`src/include/fpc_params.svh`:
```
// Purpose: Constants of the fault protection controller
// Assumes: 200 MHz logic clock
// Notes:   Offsets are byte addresses on classic Wishbone
`ifndef FPC_PARAMS_SVH
`define FPC_PARAMS_SVH

`define FPC_CLK_MHZ          200
`define FPC_LIMIT_TIME_US    2600
`define FPC_GUARD_TIME_US    4000
`define FPC_STUCK_CYC        2000

`define FPC_REG_CTRL         8'h00
`define FPC_REG_STATUS       8'h04

`define FPC_CTRL_MODE_LSB    0
`define FPC_CTRL_MODE_MSB    1
`define FPC_CTRL_LIMIT_BIT   2
`define FPC_CTRL_RESET       3'h0

`define FPC_MODE_BRIDGED     2'h0
`define FPC_MODE_PARALLEL    2'h1
`define FPC_MODE_SINGLE      2'h2

`endif

```
`src/include/fpc_pkg.sv`:
```
// Purpose: Types of the fault protection controller
// Assumes: Nothing beyond the params header
// Notes:   Four half-bridges A..D map to bits 0..3
package fpc_pkg;

   typedef logic [3:0] fpc_hb_t;

   typedef enum logic [1:0] {
      FPC_ST_RESET,
      FPC_ST_HOLD,
      FPC_ST_START,
      FPC_ST_RUN
   } fpc_state_t;

endpackage : fpc_pkg

```
`src/rtl/fpc_ctrl.sv`:
```
// Purpose: Protection and error reporting of a four half-bridge power stage
// Assumes: Comparator outputs and the reset pin are asynchronous
// Notes:   Register map CTRL (mode, limit mode) and STATUS on Wishbone
// Function
// [RL1] Warning low above 125C, releases under hysteresis
// [RL2] Supply undervoltage: all outputs Hi-Z, fault low
// [RL3] Undervoltage recovery needs no reset
// [RL4] Power-on clear wipes overload state
// [RL5] Fault and warning are active-low open drain
// [RL6] Fault/warning pair encodes the condition
// [RL7] Global fault stops all, latched until reset toggle
// [RL8] Channel fault stops only affected channels
// [RL9] Reset low forces fault flag high
// [RL10] Host releases reset only when warning high
// [RL11] Host waits 4 ms after fault fall
// [RL12] Reset low puts every transistor off
// [RL13] Reset low: weak pulldown unless single-ended
// [RL14] Reset rise clears latches, starts, then switches
// [RL15] Current limit over 2.6 ms latches channel off
// [RL16] Latch mode overcurrent shuts channel at once
// [RL17] Limit mode overcurrent flips state, self-clearing
// [RL18] Bootstrap low turns off high side only
// [RL19] Stuck input PWM Hi-Z, self-clearing, unreported
// [RL20] Thermal shutdown is global and latched
// [RL21] Logic supply power-on clear is global, self-clearing
// [RL22] Clip indicator follows pulse skipping
// [RL23] Thermal trip above 155C latches and Hi-Z
// [RL24] All async inputs synchronised first
// [RL25] Guard counter ignores too early reset release
`timescale 1ns/10ps
`include "fpc_params.svh"

module fpc_ctrl #(
   parameter logic [19:0] CUR_LIMIT   = 20'(`FPC_LIMIT_TIME_US * `FPC_CLK_MHZ),
   parameter logic [19:0] GUARD_LIMIT = 20'(`FPC_GUARD_TIME_US * `FPC_CLK_MHZ),
   parameter logic [11:0] STUCK_LIMIT = 12'(`FPC_STUCK_CYC)
) (
   // Clock and reset
   input  wire logic            clk,
   input  wire logic            sys_rst,
   // Wishbone slave
   input  wire logic [7:0]      wb_adr_i,
   input  wire logic [31:0]     wb_dat_i,
   output logic      [31:0]     wb_dat_o,
   input  wire logic [3:0]      wb_sel_i,
   input  wire logic            wb_we_i,
   input  wire logic            wb_cyc_i,
   input  wire logic            wb_stb_i,
   output logic                 wb_ack_o,
   // Device reset pin
   input  wire logic            rst_in_n,
   // Analog indications and PWM inputs
   input  wire logic            temp_warn_hi,
   input  wire logic            temp_crit_hi,
   input  wire logic [1:0]      gate_drive_supply_low,
   input  wire logic [1:0]      power_stage_supply_low,
   input  wire logic            internal_analog_supply_low,
   input  wire logic            internal_logic_supply_low,
   input  wire fpc_pkg::fpc_hb_t over_current,
   input  wire fpc_pkg::fpc_hb_t bootstrap_cap_low,
   input  wire fpc_pkg::fpc_hb_t pwm_in,
   input  wire logic            clip_skip,
   input  wire logic            startup_done,
   // Open-drain status pins
   input  wire logic            fault_n_in,
   output logic                 fault_n_out,
   output logic                 fault_n_oe,
   input  wire logic            thermal_warning_n_in,
   output logic                 thermal_warning_n_out,
   output logic                 thermal_warning_n_oe,
   input  wire logic            clip_n_in,
   output logic                 clip_n_out,
   output logic                 clip_n_oe,
   // Power stage control
   output fpc_pkg::fpc_hb_t     hb_hiz,
   output fpc_pkg::fpc_hb_t     hs_off,
   output fpc_pkg::fpc_hb_t     weak_pulldown,
   output fpc_pkg::fpc_hb_t     flip_state,
   output logic                 switch_en
);
   import fpc_pkg::*;

   localparam int NS = 26;

   // Channels that share a bridge go down together
   function automatic fpc_hb_t chan_map(input logic [1:0] mode, input fpc_hb_t f);
      fpc_hb_t r;
      r = {{2{|f[3:2]}}, {2{|f[1:0]}}};
      if (mode == `FPC_MODE_PARALLEL && |f)
         r = 4'hF;
      return r;
   endfunction : chan_map

   // Synchronisers: three stages, change taken when 2nd and 3rd agree
   wire logic [NS-1:0] async_in = {fault_n_in, thermal_warning_n_in, clip_n_in,
      startup_done, clip_skip, internal_logic_supply_low, internal_analog_supply_low,
      power_stage_supply_low, gate_drive_supply_low, temp_crit_hi, temp_warn_hi,
      rst_in_n, bootstrap_cap_low, over_current, pwm_in};
   logic [NS-1:0] s1;
   logic [NS-1:0] s2;
   logic [NS-1:0] s3;
   logic [NS-1:0] sf;

   genvar gi;
   generate
      for (gi = 0; gi < NS; gi++) begin : g_sync
         always_ff @(posedge clk) begin
            if (sys_rst) begin
               s1[gi] <= 1'b0;
               s2[gi] <= 1'b0;
               s3[gi] <= 1'b0;
               sf[gi] <= 1'b0;
            end else begin
               s1[gi] <= async_in[gi];
               s2[gi] <= s1[gi];
               s3[gi] <= s2[gi];
               if (s2[gi] == s3[gi])
                  sf[gi] <= s3[gi]; // RL24
            end
         end
      end
   endgenerate

   // Filtered view, bit order as in async_in
   wire fpc_hb_t  pwm_s      = sf[3:0];
   wire fpc_hb_t  oc_s       = sf[7:4];
   wire fpc_hb_t  boot_s     = sf[11:8];
   wire logic     rst_high   = sf[12];
   wire logic     warn_s     = sf[13];
   wire logic     crit_s     = sf[14];
   wire logic [1:0] gate_s   = sf[16:15];
   wire logic [1:0] stage_s  = sf[18:17];
   wire logic     analog_s   = sf[19];
   wire logic     uv_any     = (|gate_s) | (|stage_s) | analog_s; // RL2
   wire logic     por        = sf[20];
   wire logic     clip_s     = sf[21];
   wire logic     start_s    = sf[22];
   wire logic [2:0] pin_s    = sf[25:23];

   // Control register
   logic [2:0] ctrl;
   wire logic [1:0] mode       = ctrl[`FPC_CTRL_MODE_MSB:`FPC_CTRL_MODE_LSB];
   wire logic       limit_mode = ctrl[`FPC_CTRL_LIMIT_BIT];

   fpc_state_t state;
   fpc_state_t next_state;
   logic       therm_lat;
   fpc_hb_t    ovl_lat;
   fpc_hb_t    oc_lat;
   fpc_hb_t    stuck;
   fpc_hb_t    pwm_q;
   logic       fault_low;
   logic [19:0] guard_cnt;

   wire logic guard_done = (guard_cnt == GUARD_LIMIT);
   wire logic accept     = (state == FPC_ST_RESET) && rst_high && guard_done; // RL14
   wire logic fault_cond = uv_any | por | therm_lat | (|ovl_lat) | (|oc_lat); // RL6
   wire logic next_fault_low = fault_cond & rst_high; // RL9
   wire logic in_reset   = (state == FPC_ST_RESET) || (state == FPC_ST_HOLD);

   always_comb begin
      next_state = state;
      case (state)
         FPC_ST_RESET: begin
            if (rst_high)
               next_state = guard_done ? FPC_ST_START : FPC_ST_HOLD; // RL25
         end
         FPC_ST_HOLD: begin
            if (!rst_high)
               next_state = FPC_ST_RESET;
         end
         FPC_ST_START: begin
            if (!rst_high)
               next_state = FPC_ST_RESET;
            else if (start_s)
               next_state = FPC_ST_RUN; // RL14
         end
         FPC_ST_RUN: begin
            if (!rst_high)
               next_state = FPC_ST_RESET;
         end
         default: next_state = FPC_ST_RESET;
      endcase
   end

   always_ff @(posedge clk) begin
      if (sys_rst)
         state <= FPC_ST_RESET;
      else
         state <= next_state;
   end

   // Thermal latch: set wins over the clear of an accepted release
   always_ff @(posedge clk) begin
      if (sys_rst)
         therm_lat <= 1'b0;
      else
         therm_lat <= crit_s | (therm_lat & ~accept); // RL20 RL23 RL7
   end

   // Guard timer from the fault falling edge; saturated means ready
   always_ff @(posedge clk) begin
      if (sys_rst)
         guard_cnt <= GUARD_LIMIT;
      else if (next_fault_low && !fault_low)
         guard_cnt <= 20'h00000; // RL25
      else if (!guard_done)
         guard_cnt <= guard_cnt + 20'h00001;
   end

   always_ff @(posedge clk) begin
      if (sys_rst) begin
         fault_low <= 1'b0;
         pwm_q     <= 4'h0;
      end else begin
         fault_low <= next_fault_low;
         pwm_q     <= pwm_s;
      end
   end

   // Per-channel overload, overcurrent and stuck-input detection
   generate
      for (gi = 0; gi < 4; gi++) begin : g_ch
         logic [19:0] lim_cnt;
         logic [11:0] stk_cnt;
         wire logic   lim_on   = oc_s[gi] & limit_mode;
         wire logic   lim_full = (lim_cnt == CUR_LIMIT);
         wire logic   stk_full = (stk_cnt == STUCK_LIMIT);
         wire logic   pwm_edge = (pwm_s[gi] != pwm_q[gi]);
         // Set terms win over the clear of an accepted release
         wire logic   ovl_set  = lim_on & lim_full;
         wire logic   ovl_keep = ovl_lat[gi] & ~accept & ~por;
         // Overcurrent seen in reset is not latched
         wire logic   oc_set   = oc_s[gi] & ~limit_mode & ~in_reset;
         wire logic   oc_keep  = oc_lat[gi] & ~accept & ~por;
         always_ff @(posedge clk) begin
            if (sys_rst || !lim_on)
               lim_cnt <= 20'h00000;
            else if (!lim_full)
               lim_cnt <= lim_cnt + 20'h00001;
         end
         always_ff @(posedge clk) begin
            if (sys_rst)
               ovl_lat[gi] <= 1'b0;
            else
               ovl_lat[gi] <= ovl_set | ovl_keep; // RL15 RL4
         end
         always_ff @(posedge clk) begin
            if (sys_rst)
               oc_lat[gi] <= 1'b0;
            else
               oc_lat[gi] <= oc_set | oc_keep; // RL16 RL4
         end
         // Any input edge restarts the frame timer
         always_ff @(posedge clk) begin
            if (sys_rst || pwm_edge)
               stk_cnt <= 12'h000;
            else if (!stk_full)
               stk_cnt <= stk_cnt + 12'h001;
         end
         assign stuck[gi] = stk_full; // RL19
      end
   endgenerate

   // Power stage drive
   wire logic    global_off = uv_any | por | therm_lat | (state != FPC_ST_RUN); // RL2 RL21 RL12
   wire fpc_hb_t chan_off   = chan_map(mode, ovl_lat | oc_lat) | stuck; // RL8
   wire fpc_hb_t next_hiz   = global_off ? 4'hF : chan_off; // RL7 RL3
   wire fpc_hb_t next_pd    = (in_reset && mode != `FPC_MODE_SINGLE) ? 4'hF : 4'h0; // RL13

   always_ff @(posedge clk) begin
      if (sys_rst) begin
         hb_hiz        <= 4'hF;
         hs_off        <= 4'h0;
         weak_pulldown <= 4'h0;
         flip_state    <= 4'h0;
         switch_en     <= 1'b0;
      end else begin
         hb_hiz        <= next_hiz;
         hs_off        <= boot_s & ~next_hiz; // RL18
         weak_pulldown <= next_pd;
         flip_state    <= oc_s & {4{limit_mode}} & ~next_hiz; // RL17
         switch_en     <= ~&next_hiz;
      end
   end

   // Open-drain pins: drive low only when asserted
   assign fault_n_out           = 1'b0; // RL5
   assign thermal_warning_n_out = 1'b0;
   assign clip_n_out            = 1'b0;

   always_ff @(posedge clk) begin
      if (sys_rst) begin
         fault_n_oe           <= 1'b0;
         thermal_warning_n_oe <= 1'b0;
         clip_n_oe            <= 1'b0;
      end else begin
         fault_n_oe           <= next_fault_low; // RL6 RL9
         thermal_warning_n_oe <= warn_s | crit_s; // RL1
         clip_n_oe            <= clip_s & (state == FPC_ST_RUN); // RL22
      end
   end

   // Wishbone slave: one wait state, unmapped reads zero
   wire logic bus_req  = wb_cyc_i & wb_stb_i & ~wb_ack_o;
   wire logic sel_ctrl = (wb_adr_i == `FPC_REG_CTRL);
   wire logic sel_stat = (wb_adr_i == `FPC_REG_STATUS);
   // Bits 1:0 read as pin levels, high while idle
   wire logic [31:0] status = {
      5'h00,
      pin_s,
      2'h0,
      stuck,
      oc_lat,
      ovl_lat,
      2'(state),
      1'b0,
      therm_lat,
      por,
      uv_any,
      guard_done,
      fault_low,
      ~thermal_warning_n_oe,
      ~fault_n_oe
   };
   wire logic [31:0] rd_mux = sel_ctrl ? {29'h0, ctrl} : sel_stat ? status : 32'h0;

   always_ff @(posedge clk) begin
      if (sys_rst) begin
         wb_ack_o <= 1'b0;
         wb_dat_o <= 32'h0;
         ctrl     <= `FPC_CTRL_RESET;
      end else begin
         wb_ack_o <= bus_req;
         if (bus_req && !wb_we_i)
            wb_dat_o <= rd_mux;
         if (bus_req && wb_we_i && sel_ctrl && wb_sel_i[0])
            ctrl <= wb_dat_i[2:0];
      end
   end

endmodule : fpc_ctrl

```
`config.mk`:
```
export PLATFORM = sky130hd
export DESIGN_NAME = fpc_ctrl
export DESIGN_NICKNAME = d
export VERILOG_FILES = /design/src/include/fpc_pkg.sv /design/src/rtl/fpc_ctrl.sv
export VERILOG_INCLUDE_DIRS = /design/src /design/src/include
export SDC_FILE = /design/constraint.sdc
export NUM_CORES = 1
export LEC_CHECK = 0
export ABC_AREA = 0
export BUFFER_PORTS_ARGS = -buffer_cell sky130_fd_sc_hd__buf_4
export CAP_MARGIN = 5
export CORE_UTILIZATION = 30
export CTS_BUF_LIST = sky130_fd_sc_hd__clkbuf_8
export DETAILED_ROUTE_END_ITERATION = 10
export PLACE_DENSITY = 0.59
export SYNTH_ARGS = -nofsm -noshare
export SYNTH_HDL_FRONTEND = slang
export SYNTH_SLANG_ARGS = --single-unit
```
`constraint.sdc`:
```
create_clock -name clk -period 1.8 [get_ports clk]
set_input_delay 0.09 -clock clk [delete_from_list [all_inputs] [get_ports clk]]
set_output_delay 0.09 -clock clk [all_outputs]
set_load 0.005 [all_outputs]
```
### After elaboration in Yosys (flattened, before gate mapping)

Cells that the tools add are included.

| word-level totals | value |
|---|---|
| bits in registers | 323 |
| latch bits | 0 |
| RAM bits | 0 |
| memory bits (read-only) | 0 |
| output and inout port bits | 56 |
| logic and storage cells | 313 |
| memories | 0 |

| cells by class | value |
|---|---|
| add/subtract/negate cells | 9 |
| multipliers | 0 |
| div/mod/pow operators | 0 |
| magnitude comparators | 0 |
| eq/ne operators | 50 |
| shift-type cells | 0 |
| mux-type cells | 13 |
| bitwise logic cells | 67 |
| reductions and logical operators | 38 |

Operators with widths:

| cell | number |
|---|---|
| 20-bit by 1-bit adder with 20-bit output, second input constant | 5 |
| 20-bit by 19-bit == test with 1-bit output, second input constant | 4 |
| 27-bit 2-to-1 mux | 2 |
| 12-bit by 1-bit adder with 12-bit output, second input constant | 4 |
| 12-bit by 11-bit == test with 1-bit output, second input constant | 4 |
| 20-bit 2-to-1 mux | 2 |
| 1-bit AND | 37 |
| 1-bit == test | 26 |
| 20-bit == test, second input constant | 1 |
| 1-bit OR | 17 |
| 4-bit AND | 3 |
| 4-bit 2-to-1 mux | 3 |
| 2-bit OR reduction | 6 |
| 4-bit OR reduction | 3 |
| 2-bit 2-to-1 mux | 5 |
| 1-bit logical AND | 9 |
| 1-bit logical OR | 9 |
| 8-bit by 3-bit == test with 1-bit output, second input constant | 1 |
| 8-bit logical NOT | 1 |
| 2-bit != test, second input constant | 4 |
| 4-bit OR | 2 |
| 1-bit logical NOT | 7 |
| 1-bit NOT | 7 |
| 2-bit case mux with 3 select lines | 1 |
| 9 further kinds | 14 |

### Logic depth before layout (Yosys ltp)

| logic depth | value |
|---|---|
| depth after elaboration | 10 |
| mapped depth | 7 |
| depth with buffers taken out | 6 |

### Least setup slack after synthesis

Ideal clock, no wire load.

| timing path | value |
|---|---|
| path kind | flip-flop to flip-flop |
| start point | reg sf[19], in the netlist analog_s |
| end point | reg hb_hiz[2] |
| library setup time | 0.127 ns |
| data arrival time | 1.761 ns |
| required time | 1.673 ns |
| setup slack | -0.088 ns |
| cell stages (with the launch flop) | 5 |
| path buffers | 0 |
| path through | dfxtp_1 or3_4 or4_4 or2_4 or3_1 |

| between the ends | value |
|---|---|
| longest elaborated chain between the ends | 5 |

RTL lines:

| item | line | RTL |
|---|---|---|
| start, declared | fpc_ctrl.sv:102 | `logic [NS-1:0] sf;` |
| start signal, assigned by index | fpc_ctrl.sv:118 | `sf[gi] <= s3[gi];` |
| 1-bit OR | fpc_ctrl.sv:134 | `wire logic uv_any = (\|gate_s) \| (\|stage_s) \| analog_s;` |
| 1-bit OR (3 in a row) | fpc_ctrl.sv:266 | `wire logic global_off = uv_any \| por \| therm_lat \| (state != FPC_ST_RUN);` |
| 4-bit 2-to-1 mux | fpc_ctrl.sv:268 | `wire fpc_hb_t next_hiz = global_off ? 4'hF : chan_off;` |
| end signal, assigned | fpc_ctrl.sv:279 | `hb_hiz <= next_hiz;` |
| end, declared | fpc_ctrl.sv:75 | `output fpc_pkg::fpc_hb_t hb_hiz,` |

Every way passes these cells.
A chain may end at the register's enable or synchronous reset.

### Worst setup path in the final report

| timing path | value |
|---|---|
| start point | reg sf[17] |
| end point | reg hb_hiz[2] |

| between the ends | value |
|---|---|
| longest elaborated chain between the ends | 7 |

RTL lines:

| item | line |
|---|---|
| 2-bit OR reduction | fpc_ctrl.sv:134 |
| 1-bit OR (2 in a row) | fpc_ctrl.sv:134 |
| 1-bit OR (3 in a row) | fpc_ctrl.sv:266 |
| 4-bit 2-to-1 mux | fpc_ctrl.sv:268 |

Every way passes these cells.

==> run_results.csv <==
group,metric,value,unit
timing,setup_viol,2,
cts,cts_buffers,52,
cts,cts_sinks,312,
worst_setup_path,rr_endpoint,"hb_hiz[2]",
cts,htree_levels,2,
routing,first_pass_iters,4,
synthesis,synth_top_flop_cell,"dfxtp_1",
place,preCtsSetupSlack,-0.0934,ns
synthesis,seq_area_frac_synth,50.6,%
grt,grtUsageTotal,13.8,%
timing,hold_violations,0,
timing,drv_slew,0,
power,pwr-share-clk,46.2,%
worst_setup_path,ff2ff_path_depth,4,
cts,insertion_delay,0.62,ns
grt,antenna_found_initial,1,
layout,drive_gt1_share,21.1,%
die,die_area,42000,µm²
worst_setup_path,endpoint,"hb_hiz[2]",
routing,drtIter0Drc,511,
layout,nNetsFinal,1680,
layout,diodes,0,
worst_setup_path,setup.worst_path.start_class,"flip-flop",
place,dp_hpwl,20.0,mm
power,sw_frac_of_total,22.7,%
run_status,outcome,"finished, violations left",
synthesis,yosys_warnings,0,
grt,grt_overflow,0,
timing,rsz0062_at_grt,"yes",
grt,grt_max_degree,106,
synthesis,syn_area,12300,µm²
timing,finalCritPeriodShare,101,%
cts,cts.clk_slew.worst_paths,0.06,ns
routing,num_vias,9967,
routing,ant_nets,0,
layout,syn_to_final_growth,29.8,%
place,gp_congestion,0.847,
synthesis,async_reset_ff_share,0,%
timing,slew_headroom,65.0,%
synthesis,synth-seq-cells,312,
run_status,violations,"negative setup slack",
worst_setup_path,r2r-start,"sf[17]",
synthesis,synth_top_area_share,50.6,%
synthesis,synthTopCellsByCount,"312 x dfxtp_1, 130 x nor2_1, 89 x nor2b_1",
power,leakage,5.89,nW
die,die_w,205,µm
synthesis,synth.distinct_cells,60,
power,p_sw,3.25,mW
die,start_util,30.7,%
power,pwr-share-comb,4.3,%
synthesis,synth_area_leaders,"dfxtp_1 51%, nor2b_1 4.5%, nor2_1 4.0%",
worst_setup_path,ff2ff_setup_slack,-0.02,ns
worst_setup_path,worstPathRequired,2.29,ns
timing,fin_skew,0.0203,ns
synthesis,synth.avg_cell_area,9.20,µm²
die,coreArea,40200,µm²
power,p_int,11.1,mW
routing,viasPerCell,4.63,
synthesis,postSynthCellCount,1341,
routing,wl_per_cell,13.2,µm
worst_setup_path,endpoint_kind,"flip-flop",
die,rows,73,
cts,clock_path_buffers,3,
min_path,hold_path_class,"in2reg",
routing,drc,0,
timing,tns,-0.0462,ns
power,p_seq_share,49.5,%
die,dieHeight,205,µm
cts,cts_tree,"done",
place,port_buffers,87,
grt,first_global_vias,9584,
routing,wl,28.5,mm
timing,clock.fmax,0.548,GHz
job,cap_violations,0,
synthesis,synth-edff-count,0,
cts,cts_root_buf,"clkbuf_8",
grt,grt_pass1_wl,46.8,mm
worst_setup_path,crit_arrival,2.32,ns
die,io_pins,131,
power,power.density,895,nW/µm²
worst_setup_path,critPathLaunch,"sf[17]",
timing,post-route-min-period,1.82,ns
synthesis,yosysMostFrequentCell,"dfxtp_1",
worst_setup_path,crit_fanout,6,
timing,tightest_slew,0.524,ns
worst_setup_path,path_class,"reg2reg",
power,peakVddDrop,0.614,mV
synthesis,synth_top_area_cell,"dfxtp_1",
timing,worst_slack,-0.0238,ns
[final cells by class]
cell class	count	area, µm²
flip-flops and latches	312	6270
clock inverters	27	189
clock buffers	69	950
repair buffers	243	1950
inverters	39	149
fillers	3971	24200
multi-input cells	939	5850
well taps	525	657
[cells by family (layout without fill, tap and decap cells)]
family	Yosys count	count (layout)	synth area share (%)
adder cells (fa/ha/maj)	18	18	1.82
other	1	11	0.0304
multiplexers	6	6	0.487
flip-flops	312	312	50.6
AO/OA/AOI/OAI	219	219	10.4
XOR/XNOR	86	86	6.10
buffers and inverters	100	378	3.53
AND/OR/NAND/NOR	599	599	27.0
[cell usage in the layout, fill, tap and decap left out, types with 13 or more instances in the layout]
| cell type | count |
|---|---|
| o21ai_0 | 53 |
| o21ai_1 | 18 |
| dlygate4sd3_1 | 40 |
| or4_1 | 13 |
| clkbuf_8 | 69 |
| nand4_1 | 33 |
| xor2_1 | 39 |
| or3_1 | 31 |
| and3_1 | 16 |
| nand2_1 | 84 |
| inv_1 | 49 |
| nor2_1 | 130 |
| nand3_1 | 56 |
| ha_1 | 14 |
| nor3_1 | 34 |
| dfxtp_1 | 298 |
| buf_4 | 200 |
| nor2b_1 | 88 |
| a22oi_1 | 21 |
| and4_1 | 27 |
| xnor2_1 | 47 |
| a21oi_1 | 83 |
[sequential cells by signal (all words and copies together) (netlist names), 20 cells and up]
register	flops
g_ch.lim_cnt	80
guard_cnt	20
s1	26
s3	26
wb_dat_o	24
g_ch.stk_cnt	48
s2	26
[stage by stage]
stage / cell area [µm²] / power (mW) / hold WS [ns] / instances / utilization (%)
6_report: 16000 / 14.3 / 0.0784 / 2154 / 39.9
3_3_place_gp: 14300 / 7.74 / 0.299 / 2016 / 35.6
3_5_place_dp: 14300 / 7.76 / 0.308 / 2016 / 35.6
4_1_cts: 15900 / 14.6 / 0.0287 / 2152 / 39.5
2_1_floorplan: 12400 / 7.53 / 0.218 / 1351 / -
5_1_grt: 16000 / 15.0 / 0.110 / 2154 / 39.9
[what timing repair did]
item / CTS / global route
pin swaps: 5 / 15
cloned: 0 / 0
setup endpoints to repair: 16 / 44
hold buffers: 40 / 0
buffers inserted: 0 / 2
endpoints found under the hold margin: 35 / 0
resized for setup: 10 / 40
[power by group through the flow]
stage          Combinational, mW  Sequential (mW)  Clock [mW]
2_1_floorplan              0.313             7.22           0
3_3_place_gp               0.514             7.23           0
3_5_place_dp               0.522             7.24           0
4_1_cts                    0.600             7.08        6.88
5_1_grt                    0.690             7.10        7.17
6_report                   0.622             7.09        6.62
[worst min-delay path by stage]
stage | from | to | slack [ns] | cells past startpoint
after floorplan | pwm_in[0] | s1[0] | 0.22 | 1
after global placement | pwm_in[3] | s1[3] | 0.30 | 2
after detailed placement | bootstrap_cap_low[0] | s1[8] | 0.31 | 2
after CTS | wb_we_i | ctrl[2] | 0.03 | 5
after global routing | wb_we_i | ctrl[1] | 0.11 | 5
final | wb_we_i | ctrl[1] | 0.08 | 5
[metal layers]
metal	vias to the layer above	share of wire, %	track usage (%)
met1	4594	49	17.9
met5	-	0	0
met4	0	2.2	5.52
met3	33	4.0	2.69
li1	5175	-	-
met2	165	45	22.2
[critical path, cell delays in order, from the launching register on]
cell and delay (ns):
dfxtp_1 0.31, or3_4 0.39, or4_4 0.44, or2_4 0.27
or3_1 0.30
Power figures use the tool's default switching activity.
